File: config.mk
export PLATFORM = sky130hd
export DESIGN_NAME = sqmf_port_flat
export DESIGN_NICKNAME = d
export VERILOG_FILES = /design/src/design/sqmf_pkg.sv /design/src/design/sqmf_if.sv /design/src/design/sqmf_port.sv /design/src/flat_wrapper.sv
export SDC_FILE = /design/constraint.sdc
export NUM_CORES = 1
export LEC_CHECK = 0
export ABC_AREA = 1
export BUFFER_PORTS_ARGS = -buffer_cell sky130_fd_sc_hd__buf_2
export CAP_MARGIN = 15
export CORE_MARGIN = 10
export CORE_UTILIZATION = 40
export CTS_CLUSTER_SIZE = 40
export DETAILED_ROUTE_END_ITERATION = 10
export PLACE_DENSITY = 0.66
export SLEW_MARGIN = 20
export SYNTH_ARGS = -nofsm -noshare
export SYNTH_HDL_FRONTEND = slang
export SYNTH_SLANG_ARGS = --single-unit
export TNS_END_PERCENT = 30
File: constraint.sdc
create_clock -name mclk -period 2.2 [get_ports mclk]
set_input_delay 0.44 -clock mclk [delete_from_list [all_inputs] [get_ports mclk]]
set_output_delay 0.44 -clock mclk [all_outputs]
set_load 0.005 [all_outputs]
File: src/design/sqmf_pkg.sv
// Purpose: shared constants and types for surface query and memory fence
// Assumes: one thread slot per requester end, single clock
// Notes: widths of reply fields chosen plainly
package sqmf_pkg;
    localparam int unsigned SQMF_LOD_W = 4;
    localparam int unsigned SQMF_DIM_W = 14;
    localparam int unsigned SQMF_FMT_W = 9;
    localparam int unsigned SQMF_TYP_W = 3;
    localparam int unsigned SQMF_BASE_IN_W = 48;
    localparam int unsigned SQMF_BASE_OUT_W = 64;
    localparam int unsigned SQMF_CNT_W = 6;
    localparam int unsigned SQMF_FLUSH_W = 4;
    localparam logic [4:0] SQMF_LOD_LIMIT = 5'h0f;
    localparam int unsigned SQMF_FLUSH_LAT = 3;
    // flush control bit positions inside fence_descriptor flush field
    localparam int unsigned SQMF_FL_RW = 0;
    localparam int unsigned SQMF_FL_CONST = 1;
    localparam int unsigned SQMF_FL_TEX = 2;
    localparam int unsigned SQMF_FL_INST = 3;
    // partition map: rw, constant and texture share partition 0
    localparam logic [SQMF_FLUSH_W-1:0] SQMF_PART0 = 4'h7;
    localparam logic [SQMF_FLUSH_W-1:0] SQMF_PART1 = 4'h8;
    // message kinds on the request channel
    typedef enum logic [1:0] {
        SQMF_MSG_ACCESS = 2'b00,
        SQMF_MSG_QUERY = 2'b01,
        SQMF_MSG_FENCE = 2'b10
    } sqmf_msg_t;
endpackage

File: src/design/sqmf_if.sv
// Purpose: link between a shader thread end and the data port end
// Assumes: single clock, synchronous handshakes
// Notes: req_valid held until req_ready; replies are one-cycle pulses
`timescale 1ns/100ps
`default_nettype none
interface sqmf_if
    import sqmf_pkg::*;
    (input wire logic mclk, input wire logic rst_n);
    logic req_valid;
    logic req_ready;
    sqmf_msg_t req_kind;
    logic req_header;
    logic [SQMF_LOD_W-1:0] req_detail_level;
    logic [SQMF_LOD_W-1:0] req_mip_level_count;
    logic [SQMF_LOD_W-1:0] req_minimum_detail_level;
    logic [SQMF_DIM_W-1:0] req_width;
    logic [SQMF_DIM_W-1:0] req_height;
    logic [SQMF_DIM_W-1:0] req_depth;
    logic [SQMF_FMT_W-1:0] req_format;
    logic [SQMF_TYP_W-1:0] req_type;
    logic [SQMF_BASE_IN_W-1:0] req_base;
    logic [7:0] req_exec_mask;
    logic [SQMF_FLUSH_W-1:0] req_flush;
    logic req_slm;
    logic acc_done;
    logic rsp_valid;
    logic rsp_fence;
    logic [SQMF_DIM_W-1:0] rsp_width;
    logic [SQMF_DIM_W-1:0] rsp_height;
    logic [SQMF_DIM_W-1:0] rsp_depth;
    logic [SQMF_FMT_W-1:0] rsp_format;
    logic [SQMF_TYP_W-1:0] rsp_type;
    logic [SQMF_BASE_OUT_W-1:0] rsp_base;
    logic wb_read;
    logic wb_release;
    logic [SQMF_FLUSH_W-1:0] flush_busy;
    modport port_end (
        input mclk, rst_n, req_valid, req_kind, req_header, req_detail_level,
        req_mip_level_count, req_minimum_detail_level, req_width, req_height,
        req_depth, req_format, req_type, req_base, req_exec_mask, req_flush,
        req_slm, acc_done, wb_read,
        output req_ready, rsp_valid, rsp_fence, rsp_width, rsp_height,
        rsp_depth, rsp_format, rsp_type, rsp_base, wb_release, flush_busy
    );
    modport thread_end (
        input mclk, rst_n, req_ready, rsp_valid, rsp_fence, rsp_width,
        rsp_height, rsp_depth, rsp_format, rsp_type, rsp_base, wb_release,
        flush_busy,
        output req_valid, req_kind, req_header, req_detail_level,
        req_mip_level_count, req_minimum_detail_level, req_width, req_height,
        req_depth, req_format, req_type, req_base, req_exec_mask, req_flush,
        req_slm, acc_done, wb_read
    );
endinterface
`default_nettype wire

File: src/design/sqmf_port.sv
// Purpose: data port end handling surface query and memory fence
// Assumes: one thread; acc_done pulses once per completed access
// Notes: surface state arrives with the query request
// Behaviour
// - detail level valid below mip count, sum below 15
// - invalid level returns zero dimensions
// - query returns format, type and dimensions
// - query ignores mask, no coordinate bounds checking
// - thread sends query without header
// - 48-bit base widened to 64 bits
// - fence blocks later messages until earlier complete
// - fence ignores mask and bounds, both models
// - fence completion writes undefined writeback value
// - writeback read stalls until prior observable
// - thread reads writeback before next message
// - thread fences before group barrier
// - shared memory observable to whole group
// - coherent cache observable to system too
// - noncoherent cache observable to graphics only
// - fence carries optional cache flush controls
// - flush of one type flushes partition
// - fence completion does not imply flush done
// - thread confirms flush with global read
`timescale 1ns/100ps
`default_nettype none
module sqmf_port
    import sqmf_pkg::*;
#(
    parameter int unsigned MAX_OUT = 32
) (
    sqmf_if.port_end lnk, // link to thread end
    output logic [SQMF_CNT_W-1:0] outstanding, // accesses in flight
    output logic fence_pending // fence awaiting completion
);
    // refuse a limit that the in-flight counter cannot hold
    if (MAX_OUT < 1 || MAX_OUT >= (1 << SQMF_CNT_W)) begin : g_bad_max_out
        $error("sqmf_port: MAX_OUT out of range");
    end

    // whole state of the port end in one word; replies and the release
    // strobe are registered so the thread never sees a combinational path
    // from its own request back to itself
    typedef struct packed {
        logic req_ready;
        logic rsp_valid;
        logic rsp_fence;
        logic [SQMF_DIM_W-1:0] rsp_width;
        logic [SQMF_DIM_W-1:0] rsp_height;
        logic [SQMF_DIM_W-1:0] rsp_depth;
        logic [SQMF_FMT_W-1:0] rsp_format;
        logic [SQMF_TYP_W-1:0] rsp_type;
        logic [SQMF_BASE_OUT_W-1:0] rsp_base;
        logic wb_release;
        logic [SQMF_FLUSH_W-1:0] flush_busy;
        logic [1:0] flush_cnt;
        logic [SQMF_CNT_W-1:0] outstanding;
        logic fence_pending;
        logic fence_done;
        logic wb_wait;
    } sqmf_port_t;

    sqmf_port_t s_r;
    sqmf_port_t s_nxt;

    logic take;
    logic lod_ok;
    logic [4:0] lod_sum;
    logic [SQMF_FLUSH_W-1:0] flush_req;
    logic take_acc;
    logic acc_ret;
    logic [SQMF_DIM_W-1:0] w_mip;
    logic [SQMF_DIM_W-1:0] h_mip;
    logic [SQMF_DIM_W-1:0] d_mip;

    // a message is taken on the edge where valid meets ready
    assign take = lnk.req_valid && s_r.req_ready;
    // an access taken this cycle
    assign take_acc = take && (lnk.req_kind == SQMF_MSG_ACCESS);
    // a stray completion with nothing in flight is dropped, never wraps
    assign acc_ret = lnk.acc_done && (s_r.outstanding != '0);
    assign lod_sum = {1'b0, lnk.req_minimum_detail_level} + {1'b0, lnk.req_detail_level};
    // sum is five bits wide so two large levels cannot wrap below the limit
    // level check uses only the levels; exec mask and coordinates never looked at
    assign lod_ok = (lnk.req_detail_level < lnk.req_mip_level_count)
        && (lod_sum < SQMF_LOD_LIMIT);

    // dimensions of the selected level: minimum plus requested level,
    // each step halving the base size, never below one
    always_comb begin
        w_mip = lnk.req_width >> lod_sum;
        h_mip = lnk.req_height >> lod_sum;
        d_mip = lnk.req_depth >> lod_sum;
        if (w_mip == '0)
            w_mip = SQMF_DIM_W'(1);
        if (h_mip == '0)
            h_mip = SQMF_DIM_W'(1);
        if (d_mip == '0)
            d_mip = SQMF_DIM_W'(1);
    end

    // widen requested flush to whole partitions
    // a partition is the unit the cache flushes, so one bit widens to all
    always_comb begin
        flush_req = '0;
        if ((lnk.req_flush & SQMF_PART0) != '0)
            flush_req = flush_req | SQMF_PART0;
        if ((lnk.req_flush & SQMF_PART1) != '0)
            flush_req = flush_req | SQMF_PART1;
    end

    // next state
    always_comb begin
        s_nxt = s_r;
        s_nxt.rsp_valid = 1'b0;
        s_nxt.wb_release = 1'b0;
        // per-thread in-flight count; a take and a return in one cycle cancel,
        // queries and fences never enter the count
        if (take_acc && !acc_ret)
            s_nxt.outstanding = s_r.outstanding + 1'b1;
        else if (!take_acc && acc_ret)
            s_nxt.outstanding = s_r.outstanding - 1'b1;
        // cache flush drains in background; a flush taken below restarts it,
        // so a new request wins over the end of an old one
        if (s_r.flush_cnt != 2'h0) begin
            s_nxt.flush_cnt = s_r.flush_cnt - 2'h1;
            if (s_r.flush_cnt == 2'h1)
                s_nxt.flush_busy = '0;
        end
        if (take) begin
            case (lnk.req_kind)
                SQMF_MSG_QUERY: begin
                    s_nxt.rsp_valid = 1'b1;
                    s_nxt.rsp_fence = 1'b0;
                    s_nxt.rsp_format = lnk.req_format;
                    s_nxt.rsp_type = lnk.req_type;
                    s_nxt.rsp_width = lod_ok ? w_mip : '0;
                    s_nxt.rsp_height = lod_ok ? h_mip : '0;
                    s_nxt.rsp_depth = lod_ok ? d_mip : '0;
                    s_nxt.rsp_base = {16'h0000, lnk.req_base};
                end
                SQMF_MSG_FENCE: begin
                    // close the request side at once: the thread may not
                    // slip a message in before the fence is seen
                    // same path for bound surface and shared memory
                    s_nxt.fence_pending = 1'b1;
                    s_nxt.req_ready = 1'b0;
                    s_nxt.flush_busy = s_nxt.flush_busy | flush_req;
                    if (flush_req != '0)
                        s_nxt.flush_cnt = 2'(SQMF_FLUSH_LAT);
                end
                default: begin
                    if (s_r.outstanding + 1'b1 >= SQMF_CNT_W'(MAX_OUT))
                        s_nxt.req_ready = 1'b0;
                end
            endcase
        end
        // reopen after in-flight count drops, when no fence holds
        if (!s_r.req_ready && !s_r.fence_pending && !s_r.fence_done
                && !s_r.wb_wait && s_r.outstanding < SQMF_CNT_W'(MAX_OUT))
            s_nxt.req_ready = 1'b1;
        // fence completes once earlier accesses drained, flush not awaited
        if (s_r.fence_pending && s_r.outstanding == '0) begin
            s_nxt.fence_pending = 1'b0;
            s_nxt.fence_done = 1'b1;
            s_nxt.rsp_valid = 1'b1;
            s_nxt.rsp_fence = 1'b1;
        end
        // writeback read stalls while anything still in flight
        // the release also reopens the request side closed by the fence
        if (s_r.fence_done && lnk.wb_read) begin
            s_nxt.fence_done = 1'b0;
            s_nxt.wb_wait = 1'b1;
        end
        if (s_r.wb_wait && s_r.outstanding == '0) begin
            s_nxt.wb_wait = 1'b0;
            s_nxt.wb_release = 1'b1;
            s_nxt.req_ready = 1'b1;
        end
    end

    // state register
    // reset leaves the request side open so a first message can be taken
    always_ff @(posedge lnk.mclk or negedge lnk.rst_n) begin
        if (!lnk.rst_n) begin
            s_r <= '0;
            s_r.req_ready <= 1'b1;
        end else begin
            s_r <= s_nxt;
        end
    end

    // every link and side output comes straight from the state register
    assign lnk.req_ready = s_r.req_ready;
    assign lnk.rsp_valid = s_r.rsp_valid;
    assign lnk.rsp_fence = s_r.rsp_fence;
    assign lnk.rsp_width = s_r.rsp_width;
    assign lnk.rsp_height = s_r.rsp_height;
    assign lnk.rsp_depth = s_r.rsp_depth;
    assign lnk.rsp_format = s_r.rsp_format;
    assign lnk.rsp_type = s_r.rsp_type;
    assign lnk.rsp_base = s_r.rsp_base;
    assign lnk.wb_release = s_r.wb_release;
    assign lnk.flush_busy = s_r.flush_busy;
    assign outstanding = s_r.outstanding;
    assign fence_pending = s_r.fence_pending;
endmodule
`default_nettype wire

File: src/flat_wrapper.sv
// flat-port wrapper written by rule: the top's interface ports become plain ports
module sqmf_port_flat import sqmf_pkg::*;
#(
    parameter int unsigned MAX_OUT = 32
)
  (outstanding, fence_pending, mclk, rst_n, lnk_req_valid, lnk_req_kind, lnk_req_header, lnk_req_detail_level, lnk_req_mip_level_count, lnk_req_minimum_detail_level, lnk_req_width, lnk_req_height, lnk_req_depth, lnk_req_format, lnk_req_type, lnk_req_base, lnk_req_exec_mask, lnk_req_flush, lnk_req_slm, lnk_acc_done, lnk_wb_read, lnk_req_ready, lnk_rsp_valid, lnk_rsp_fence, lnk_rsp_width, lnk_rsp_height, lnk_rsp_depth, lnk_rsp_format, lnk_rsp_type, lnk_rsp_base, lnk_wb_release, lnk_flush_busy);
  sqmf_if lnk_i (.mclk(mclk), .rst_n(rst_n));
  output logic [SQMF_CNT_W-1:0] outstanding;
  output logic fence_pending;
  input wire logic mclk;
  input wire logic rst_n;
  input wire logic [$bits(lnk_i.req_valid)-1:0] lnk_req_valid;
  input wire logic [$bits(lnk_i.req_kind)-1:0] lnk_req_kind;
  input wire logic [$bits(lnk_i.req_header)-1:0] lnk_req_header;
  input wire logic [$bits(lnk_i.req_detail_level)-1:0] lnk_req_detail_level;
  input wire logic [$bits(lnk_i.req_mip_level_count)-1:0] lnk_req_mip_level_count;
  input wire logic [$bits(lnk_i.req_minimum_detail_level)-1:0] lnk_req_minimum_detail_level;
  input wire logic [$bits(lnk_i.req_width)-1:0] lnk_req_width;
  input wire logic [$bits(lnk_i.req_height)-1:0] lnk_req_height;
  input wire logic [$bits(lnk_i.req_depth)-1:0] lnk_req_depth;
  input wire logic [$bits(lnk_i.req_format)-1:0] lnk_req_format;
  input wire logic [$bits(lnk_i.req_type)-1:0] lnk_req_type;
  input wire logic [$bits(lnk_i.req_base)-1:0] lnk_req_base;
  input wire logic [$bits(lnk_i.req_exec_mask)-1:0] lnk_req_exec_mask;
  input wire logic [$bits(lnk_i.req_flush)-1:0] lnk_req_flush;
  input wire logic [$bits(lnk_i.req_slm)-1:0] lnk_req_slm;
  input wire logic [$bits(lnk_i.acc_done)-1:0] lnk_acc_done;
  input wire logic [$bits(lnk_i.wb_read)-1:0] lnk_wb_read;
  output wire logic [$bits(lnk_i.req_ready)-1:0] lnk_req_ready;
  output wire logic [$bits(lnk_i.rsp_valid)-1:0] lnk_rsp_valid;
  output wire logic [$bits(lnk_i.rsp_fence)-1:0] lnk_rsp_fence;
  output wire logic [$bits(lnk_i.rsp_width)-1:0] lnk_rsp_width;
  output wire logic [$bits(lnk_i.rsp_height)-1:0] lnk_rsp_height;
  output wire logic [$bits(lnk_i.rsp_depth)-1:0] lnk_rsp_depth;
  output wire logic [$bits(lnk_i.rsp_format)-1:0] lnk_rsp_format;
  output wire logic [$bits(lnk_i.rsp_type)-1:0] lnk_rsp_type;
  output wire logic [$bits(lnk_i.rsp_base)-1:0] lnk_rsp_base;
  output wire logic [$bits(lnk_i.wb_release)-1:0] lnk_wb_release;
  output wire logic [$bits(lnk_i.flush_busy)-1:0] lnk_flush_busy;
  assign lnk_i.req_valid = lnk_req_valid;
  assign lnk_i.req_kind = lnk_req_kind;
  assign lnk_i.req_header = lnk_req_header;
  assign lnk_i.req_detail_level = lnk_req_detail_level;
  assign lnk_i.req_mip_level_count = lnk_req_mip_level_count;
  assign lnk_i.req_minimum_detail_level = lnk_req_minimum_detail_level;
  assign lnk_i.req_width = lnk_req_width;
  assign lnk_i.req_height = lnk_req_height;
  assign lnk_i.req_depth = lnk_req_depth;
  assign lnk_i.req_format = lnk_req_format;
  assign lnk_i.req_type = lnk_req_type;
  assign lnk_i.req_base = lnk_req_base;
  assign lnk_i.req_exec_mask = lnk_req_exec_mask;
  assign lnk_i.req_flush = lnk_req_flush;
  assign lnk_i.req_slm = lnk_req_slm;
  assign lnk_i.acc_done = lnk_acc_done;
  assign lnk_i.wb_read = lnk_wb_read;
  assign lnk_req_ready = lnk_i.req_ready;
  assign lnk_rsp_valid = lnk_i.rsp_valid;
  assign lnk_rsp_fence = lnk_i.rsp_fence;
  assign lnk_rsp_width = lnk_i.rsp_width;
  assign lnk_rsp_height = lnk_i.rsp_height;
  assign lnk_rsp_depth = lnk_i.rsp_depth;
  assign lnk_rsp_format = lnk_i.rsp_format;
  assign lnk_rsp_type = lnk_i.rsp_type;
  assign lnk_rsp_base = lnk_i.rsp_base;
  assign lnk_wb_release = lnk_i.wb_release;
  assign lnk_flush_busy = lnk_i.flush_busy;
  sqmf_port #(.MAX_OUT(MAX_OUT)) u_core (.lnk(lnk_i), .outstanding(outstanding), .fence_pending(fence_pending));
endmodule
==> flow_metrics.tcl, run 1 <==
set metrics [dict create \
    grt_start_max_net_pins 64 \
    dr.pass1.iters 7 \
    critPathMaxFanout 15 \
    end_kind "flop" \
    clock_latency_ps 400 \
    wl_per_cell_um 15.6 \
    tritoncts "built" \
    dp.cells 1494 \
    coreArea_um2 18800 \
    numCtsBuffers 17 \
    worst_pin_slew_ps 715 \
    final_core_util_pct 52.5 \
    synth.distinct_cells 38 \
    die_x_um 159 \
    drive_above_1_share_pct 35.0 \
    period_needed_ps 2190 \
    drc_errors 0 \
    std_cell_rows 50 \
    path_clk_slew_ps 60 \
    design_area_um2 9890 \
    status "finished clean" \
    vias_per_cell 4.77 \
    max_freq_ghz 0.457 \
    gp_congestion 0.897 \
    portBuffers 241 \
    h-tree-depth 4 \
    routed_wl_mm 23.9 \
    synth_compound_area_share_pct 5.27 \
    fin_nets 1408 \
    slowest_stage "fa_1" \
    die-area_um2 25300 \
    multi_input_comb_area_um2 3620 \
    setup_violations 0 \
    hpwl_mm 18.4 \
    first_global_vias 6973 \
    hold_viol_final 0 \
    synth_top_family_by_area "simple AND/OR/NAND/NOR gates" \
    path_class "input port to flop" \
    synth_fa_ha_area_share_pct 1.88 \
    clock_sinks 121 \
    avgSynthCellArea_um2 7.23 \
    placed_cell_area_um2 8940 \
    yosys.area_share.simple_pct 35.0 \
    timing.critical_path.mode_cell "buf_4" \
    leakage_nw 5.55 \
    n_fill_cell 1875 \
    ys_ff_latch 121 \
    maxCapViolCount 0 \
    synth_xor_area_share_pct 0.680 \
    drt-initial-drc-count 510 \
    io_pins 268 \
    hold_ws_ps 238 \
    syn_to_final_growth_pct 28.0 \
    powerDensity_nw_per_um2 1010 \
    rsz0062_at_grt "true" \
    yosysWarnings 0 \
    cts-root-buf "clkbuf_16" \
    peakVddDrop_v 0.000513 \
    overflow 0 \
    synth.mux.area_fraction_pct 0 \
    critical_path.cell_chain "buf_2 -> ha_4 -> inv_2 -> fa_1 -> buf_12 -> clkinv_16 -> buf_6 -> buf_4 -> nand4_2 -> nand4_4 -> buf_4 -> o21ai_0" \
    final_cells 1534 \
    cp.arrival_ps 2500 \
    start_util_pct 41.0 \
    cpPeakStageDelay_ps 530 \
    hp-class "input port to flop" \
    cp-start-kind "input port" \
    slew_violations 0 \
    routed-via-count 7312 \
    clk_path_buf_depth 2 \
    postSynthCellCount 1068 \
    antenna_found_initial 0 \
    antenna_left 0 \
    regArea_um2 3030 \
    grt_use_total_pct 18.1 \
    slew_headroom_pct 51.9 \
    cp.required_ps 2510 \
    grt_pass1_wl_mm 38.2 \
    finClkSkew_ps 6.53 \
    insertedDiodeCount 0 \
    ys_seq_area_share_pct 39.2 \
    syn_area_um2 7720 \
    regToRegSetupSlack_ps 230 \
    die_h_um 159 \
    fin_crit_sh_pct 99.4 \
]
-- Yosys cell counts --
master	count	area share, %
nand2_1	434	21
nand3_1	159	10
buf_4	131	13
dfrtp_1	120	39
o21ai_0	38	2.5
inv_1	34	1.7
nor2_1	30	1.5
buf_2	23	1.5
clkbuf_1	16	0.78
a21oi_1	12	0.78
ha_1	10	1.6
o31ai_1	7	0.68
inv_2	6	0.29
xor2_1	5	0.57
a22o_1	4	0.45
buf_6	4	0.58
nand2_2	4	0.32
nand2_4	3	0.44
nor3_1	3	0.19
o21ai_1	3	0.19
and2_1	2	0.16
nand3_2	2	0.26
nor2_4	2	0.29
o31ai_2	2	0.32
a211oi_1	1	0.097
buf_1	1	0.049
buf_8	1	0.19
conb_1	1	0.049
dfstp_2	1	0.34
fa_1	1	0.26
inv_4	1	0.081
nand4_2	1	0.16
nand4_4	1	0.28
o211ai_1	1	0.097
o21a_1	1	0.097
o22ai_1	1	0.081
or2_2	1	0.081
xnor2_1	1	0.11
-- layout by cell type (no fill, tap or decap), types with 3 or more instances in the layout --
master and count:
nor2_2 7, o21ai_1 7, xor2_1 5, nor3_1 3
inv_2 7, inv_1 32, a21oi_4 3, o21ai_0 34
buf_6 4, o31ai_1 7, clkbuf_16 20, a21oi_1 9
buf_12 12, nand2_1 421, nand2_4 3, conb_1 16
clkinv_4 5, dfrtp_1 120, buf_2 240, buf_4 75
nand3_2 26, nor2_4 6, clkinv_2 3, ha_1 9
a22o_1 4, nand3_1 135, nand2_2 17, nor2_1 19
-- layer usage --
layer / GRT usage, % / vias up / wire length [µm]
li1: - / 3668 / -
met1: 24.9 / 3340 / 11000
met2: 28.0 / 288 / 10900
met3: 4.98 / 16 / 1850
met4: 3.71 / 0 / 184
met5: 0 / - / 0
-- where the power goes --
part | switching [W] | total (W) | internal, W
clock | 0.00102 | 0.00269 | 0.00167
combinational | 0.00212 | 0.00383 | 0.00171
sequential | 0.000414 | 0.00343 | 0.00302
total | 0.00356 | 0.00995 | 0.00639
-- cell families after synthesis --
kind of cell	after synthesis
AOI/OAI and AO/OA	70
xor gates and xnor gates	6
adders and majority gates	11
buffers and inverters	217
DFF	121
other	1
and+or+nand+nor	642
-- metrics by stage --
stage                     power, W  TNS (ps)  setup slack [ps]
final                      0.00995         0              12.7
after global routing        0.0107     -1190              -100
after CTS                  0.00985         0              6.90
after detailed placement   0.00712    -12350              -494
after global placement     0.00704    -11130              -458
after floorplan            0.00626         0              18.8
-- state kept, by name (all words and copies together) (netlist names), 3 cells and up --
register               count
u_core.lnk.rsp_format      9
u_core.lnk.flush_busy      4
u_core.lnk.rsp_width      14
u_core.lnk.rsp_height     14
u_core.lnk.rsp_base       48
u_core.s_r                 4
u_core.outstanding         6
u_core.lnk.rsp_depth      14
u_core.lnk.rsp_type        3
-- final timing paths --
path | startpoint | end | cells past startpoint
min | lnk_req_base[24] | u_core.lnk.rsp_base[24] | 3
min reg2reg | u_core.lnk.rsp_base[28] | u_core.lnk.rsp_base[28] | 2
max in group asynchronous | rst_n | u_core.lnk.rsp_base[43] | 3
max reg2reg | u_core.outstanding[0] | u_core.outstanding[4] | 11
min in group asynchronous | rst_n | u_core.outstanding[4] | 2
max | lnk_req_detail_level[0] | u_core.lnk.rsp_depth[8] | 12
-- repair_timing --
item / 4_1_cts / 5_1_grt
pin swaps: 0 / 14
hold buffers: 1 / 0
resized for setup: 1 / 66
gates cloned: 0 / 3
endpoints found under the setup margin: 1 / 7
endpoints found under the hold margin: 10 / 0
setup buffers: 0 / 6
-- cell type report --
type                    count  area share [%]
inverters                  41            1.85
flip-flops and latches    121            30.6
well taps                 260            3.29
repair buffers            336            21.7
clock inverters            14            1.53
clock buffers              17            4.30
multi-input cells         745            36.7
-- critical path: cells and delay by family --
family | cells | cell delay [ps]
AO/OA/AOI/OAI | 1 | 180
adder cells (fa/ha/maj) | 2 | 660
buffers and inverters | 7 | 910
AND/OR/NAND/NOR | 2 | 270
No activity file was read; power rests on OpenSTA's default activity.
==> inputs of run 2 (changes only) <==
==> constraint.sdc (replaced) <==
create_clock -name mclk -period 2.2 [get_ports mclk]
set_input_delay 0.33 -clock mclk [delete_from_list [all_inputs] [get_ports mclk]]
set_output_delay 0.33 -clock mclk [all_outputs]
set_load 0.005 [all_outputs]
==> run 2 against run 1 <==
Net effect:
- the flow now finishes with violations (negative hold slack)
- register-to-register slack gained 30 ps
- non-clock buffer count shrank 17
- power shrank 0.47%
- combinational power shrank 7.6%
- design area shrank 4.4%
- hold slack lost 260 ps
==> flow_metrics.tcl, run 2 (synthesis results as in run 1) <==
set metrics [dict create \
    gp_congestion 0.868 \
    final_cells 1518 \
    std_cell_rows 50 \
    drt-initial-drc-count 507 \
    cp.arrival_ps 2290 \
    drc_errors 0 \
    vias_per_cell 4.74 \
    powerDensity_nw_per_um2 1050 \
    status "finished with violations" \
    coreArea_um2 18800 \
    power.share.clock_pct 29.6 \
    h-tree-depth 4 \
    cp.required_ps 2500 \
    tritoncts "built" \
    path_class "input port to flop" \
    seq_power_share_pct 34.7 \
    slew_violations 0 \
    mostFrequentLayoutCells "nand2_1, buf_2, nand3_1" \
    final_core_util_pct 50.2 \
    maxCapViolCount 0 \
    portBuffers 241 \
    routed_wl_mm 23.0 \
    cp-start-kind "input port" \
    clock_sinks 121 \
    p_sw_share_pct 34.7 \
    largest_reg_flops 48 \
    finClkSkew_ps 10.1 \
    slew_headroom_pct 55.1 \
    die_x_um 159 \
    dr.pass1.iters 5 \
    placed_cell_area_um2 8820 \
    dp.cells 1486 \
    critPathTopFamily "simple AND/OR/NAND/NOR gates" \
    critical_path.cell_chain "buf_2 -> ha_1 -> inv_1 -> fa_2 -> inv_2 -> buf_12 -> nand3_1 -> nand2_1 -> nor2_1 -> inv_2 -> nand2_1 -> nand2_1 -> nand2_1 -> nor2_1 -> nand3_1 -> nand2_1 -> nand2_1 -> nand2_1" \
    period_needed_ps 1990 \
    setup-tns-final_ps 0 \
    peakVddDrop_v 0.000490 \
    design_area_um2 9460 \
    fin_total_pwr_w 0.00990 \
    antenna_found_initial 0 \
    path_buf_inv 5 \
    fin_nets 1391 \
    worst_pin_slew_ps 674 \
    clock_latency_ps 410 \
    end_kind "flop" \
    hold_viol_final 10 \
    cpPeakStageDelay_ps 570 \
    fin_crit_sh_pct 90.6 \
    insertedDiodeCount 0 \
    first_global_vias 7088 \
    critPathMaxFanout 34 \
    routed-via-count 7192 \
    hpwl_mm 17.9 \
    wl_per_cell_um 15.1 \
    p_comb_share_pct 35.7 \
    leakage_nw 5.38 \
    hold_ws_ps -17.5 \
    post_cts_buffers 0 \
    max_freq_ghz 0.502 \
    path_clk_slew_ps 60 \
    cts-root-buf "clkbuf_16" \
    violations "negative hold slack" \
    start_util_pct 41.0 \
    rsz0062_at_grt "true" \
    slowest_stage "fa_2" \
    timing.critical_path.mode_cell "nand2_1" \
    hp-class "input port to async pin" \
    layout.cells.most_common "nand2_1" \
    grt_start_max_net_pins 122 \
    grt_use_total_pct 17.8 \
    clk_path_buf_depth 2 \
    overflow 0 \
    die_h_um 159 \
    antenna_left 0 \
    grt_pass1_wl_mm 37.5 \
    switching_power_w 0.00343 \
    syn_to_final_growth_pct 22.4 \
    numCtsBuffers 17 \
    p_int_w 0.00647 \
    io_pins 268 \
    die-area_um2 25300 \
    setup_violations 0 \
    drive_above_1_share_pct 30.3 \
]
[run 2: final timing paths]
kind	start	endpoint	slack [ps]	cells after the start
max reg2reg	u_core.outstanding[0]	u_core.outstanding[4]	260	11
min in group mclk	lnk_req_base[19]	u_core.lnk.rsp_base[19]	110	3
max in group asynchronous	rst_n	u_core.lnk.rsp_width[13]	1670	2
min	rst_n	u_core.lnk.rsp_type[1]	-20	2
min reg2reg	u_core.lnk.rsp_base[25]	u_core.lnk.rsp_base[25]	460	2
max	lnk_req_detail_level[0]	u_core.lnk.rsp_height[0]	210	18
[run 2: power groups by stage]
stage / Sequential, W / Combinational (W) / Clock (W)
after floorplan: 0.00340 / 0.00283 / 0
after global placement: 0.00343 / 0.00354 / 0
after detailed placement: 0.00347 / 0.00358 / 0
after CTS: 0.00344 / 0.00360 / 0.00298
after global routing: 0.00355 / 0.00404 / 0.00308
final: 0.00344 / 0.00354 / 0.00293
[run 2: what timing repair did]
| item | in CTS | in global routing |
|---|---|---|
| endpoints found under the setup margin | 0 | 3 |
| hold buffers | 0 | 0 |
| resized for setup | 0 | 3 |
[run 2: per-stage QoR]
stage                     hold slack [ps]  worst slack [ps]
final                               -17.5               207
after global routing                 52.1             -3.33
after CTS                            37.3               200
after detailed placement              453              -222
after global placement                448              -206
after floorplan                      34.4            -0.878
[run 2: layout make-up]
type / instances / area [µm²]
Fill cell: 1867 / 9380
Multi-Input combinational cell: 745 / 3390
Sequential cell: 121 / 3030
Timing Repair Buffer: 319 / 1920
Clock buffer: 20 / 467
Tap cell: 260 / 325
Clock inverter: 12 / 165
Inverter: 41 / 156
[run 2: metal layers]
| layer | part of all wire, % | track usage (%) | wire length (µm) |
|---|---|---|---|
| met1 | 45 | 23.1 | 10500 |
| met2 | 45 | 28.0 | 10400 |
| met3 | 8.4 | 6.02 | 1930 |
| met4 | 1.0 | 4.30 | 232 |
| met5 | 0 | 0 | 0 |
==> inputs of run 3 (changes only) <==
==> constraint.sdc (replaced) <==
create_clock -name mclk -period 2.2 [get_ports mclk]
set_input_delay 0 -clock mclk [delete_from_list [all_inputs] [get_ports mclk]]
set_output_delay 0 -clock mclk [all_outputs]
set_load 0.005 [all_outputs]
==> run 3 against run 2 <==
Net effect:
- the run now ends clean
- clock power decreased by 10%
- largest power group unchanged
- critical path type is now flop to flop
- first-iteration DRC count increased by 12%
- clock skew shrank 1.1 ps
==> flow_metrics.tcl, run 3 (synthesis results as in run 1) <==
set metrics [dict create \
    peakVddDrop_v 0.000421 \
    clk_path_buf_depth 2 \
    portBuffers 241 \
    max_freq_ghz 0.495 \
    pre_cts_slack_ps 67.5 \
    regToRegSetupSlack_ps 180 \
    clock_sinks 121 \
    cp-start-kind "flop" \
    rsz0062_at_grt "false" \
    grt_use_total_pct 18.6 \
    post_cts_buffers 0 \
    overflow 0 \
    std_cell_rows 50 \
    insertedDiodeCount 0 \
    hp-class "input port to flop" \
    first_global_vias 7264 \
    maxCapViolCount 0 \
    mostFrequentLayoutCells "nand2_1, buf_2, nand3_1" \
    gp_congestion 0.908 \
    coreArea_um2 18800 \
    slew_headroom_pct 56.9 \
    n_fill_cell 1764 \
    fin_nets 1422 \
    largest_reg_flops 48 \
    cts-root-buf "clkbuf_16" \
    clock_latency_ps 410 \
    antenna_found_initial 0 \
    design_area_um2 9730 \
    hold_viol_final 0 \
    antenna_left 0 \
    dr.pass1.iters 5 \
    numCtsBuffers 17 \
    routed_wl_mm 24.5 \
    cp.required_ps 2500 \
    drive_above_1_share_pct 26.4 \
    vias_per_cell 4.84 \
    grt_pass1_wl_mm 39.3 \
    finClkSkew_ps 8.95 \
    die-area_um2 25300 \
    grt_start_max_net_pins 61 \
    wl_per_cell_um 15.8 \
    slew_violations 0 \
    setup_violations 0 \
    drt-initial-drc-count 570 \
    worst_pin_slew_ps 646 \
    critPathMaxFanout 6 \
    drc_errors 0 \
    die_x_um 159 \
    end_kind "flop" \
    io_pins 268 \
    period_needed_ps 2020 \
    placed_cell_area_um2 8480 \
    die_h_um 159 \
    layout.cells.most_common "nand2_1" \
    status "finished clean" \
    start_util_pct 41.0 \
    hpwl_mm 18.4 \
    tritoncts "built" \
    powerDensity_nw_per_um2 989 \
    path_class "flop to flop" \
    cp.arrival_ps 2320 \
    routed-via-count 7487 \
    fin_crit_sh_pct 91.9 \
    h-tree-depth 4 \
    timing.final.ws_setup_ps 179 \
    fin_total_pwr_w 0.00962 \
    leakage_nw 5.44 \
    syn_to_final_growth_pct 26.0 \
    path_clk_slew_ps 60 \
    setup-tns-final_ps 0 \
]
run 3: final cells by class:
class	count	area, µm²	area share (%)
Multi-Input combinational cell	745	3390	34.8
Timing Repair Buffer	350	2270	23.4
Sequential cell	121	3030	31.1
Clock inverter	13	121	1.25
Tap cell	260	325	3.34
Clock buffer	18	439	4.51
Inverter	41	156	1.61
run 3: stage by stage:
stage | util, % | cells | hold WS [ps]
finish | 51.7 | 1548 | 50.6
global route | 51.7 | 1548 | 85.7
CTS | 51.6 | 1548 | 43.9
detailed placement | 45.0 | 1449 | -42.9
global placement | 45.0 | 1449 | -43.5
floorplan | - | 1083 | -296
run 3: path summary, 6_finish.rpt:
| kind | startpoint | to | cells past startpoint |
|---|---|---|---|
| setup / recovery | u_core.outstanding[0] | u_core.outstanding[4] | 11 |
| hold reg to reg | u_core.lnk.rsp_format[7] | u_core.lnk.rsp_format[7] | 2 |
| min in group asynchronous | rst_n | u_core.lnk.rsp_type[0] | 2 |
| hold / removal | lnk_req_height[13] | u_core.lnk.rsp_height[13] | 5 |
| setup reg to reg | u_core.outstanding[0] | u_core.outstanding[4] | 11 |
| max in group asynchronous | rst_n | u_core.lnk.rsp_fence | 3 |
run 3: critical path, stage by stage, from the launching register on:
cell     delay [ps]
dfrtp_1         430
inv_1           100
ha_1            150
inv_1            50
nor2_1          140
nand3_1         140
nand2_1          90
ha_2            230
nand2_1         120
o31ai_2         210
nand2_1         100
xor2_1          150
run 3: timing repair:
item / CTS / global route
endpoints found under the hold margin: 190 / 0
setup endpoints to repair: 0 / 1
hold buffers: 68 / 0
gates resized for setup: 0 / 2
run 3: power breakdown:
group | switching [W] | internal (W) | total [W]
combinational | 0.00203 | 0.00150 | 0.00353
clock | 0.00104 | 0.00158 | 0.00263
sequential | 0.000449 | 0.00302 | 0.00347
run 3: layer usage:
layer,GRT usage (%),up-vias,wire length (µm)
met4,5.31,0,432
li1,-,3694,-
met2,29.0,334,11100
met5,0,-,0
met3,6.38,29,2140
met1,23.9,3430,10900
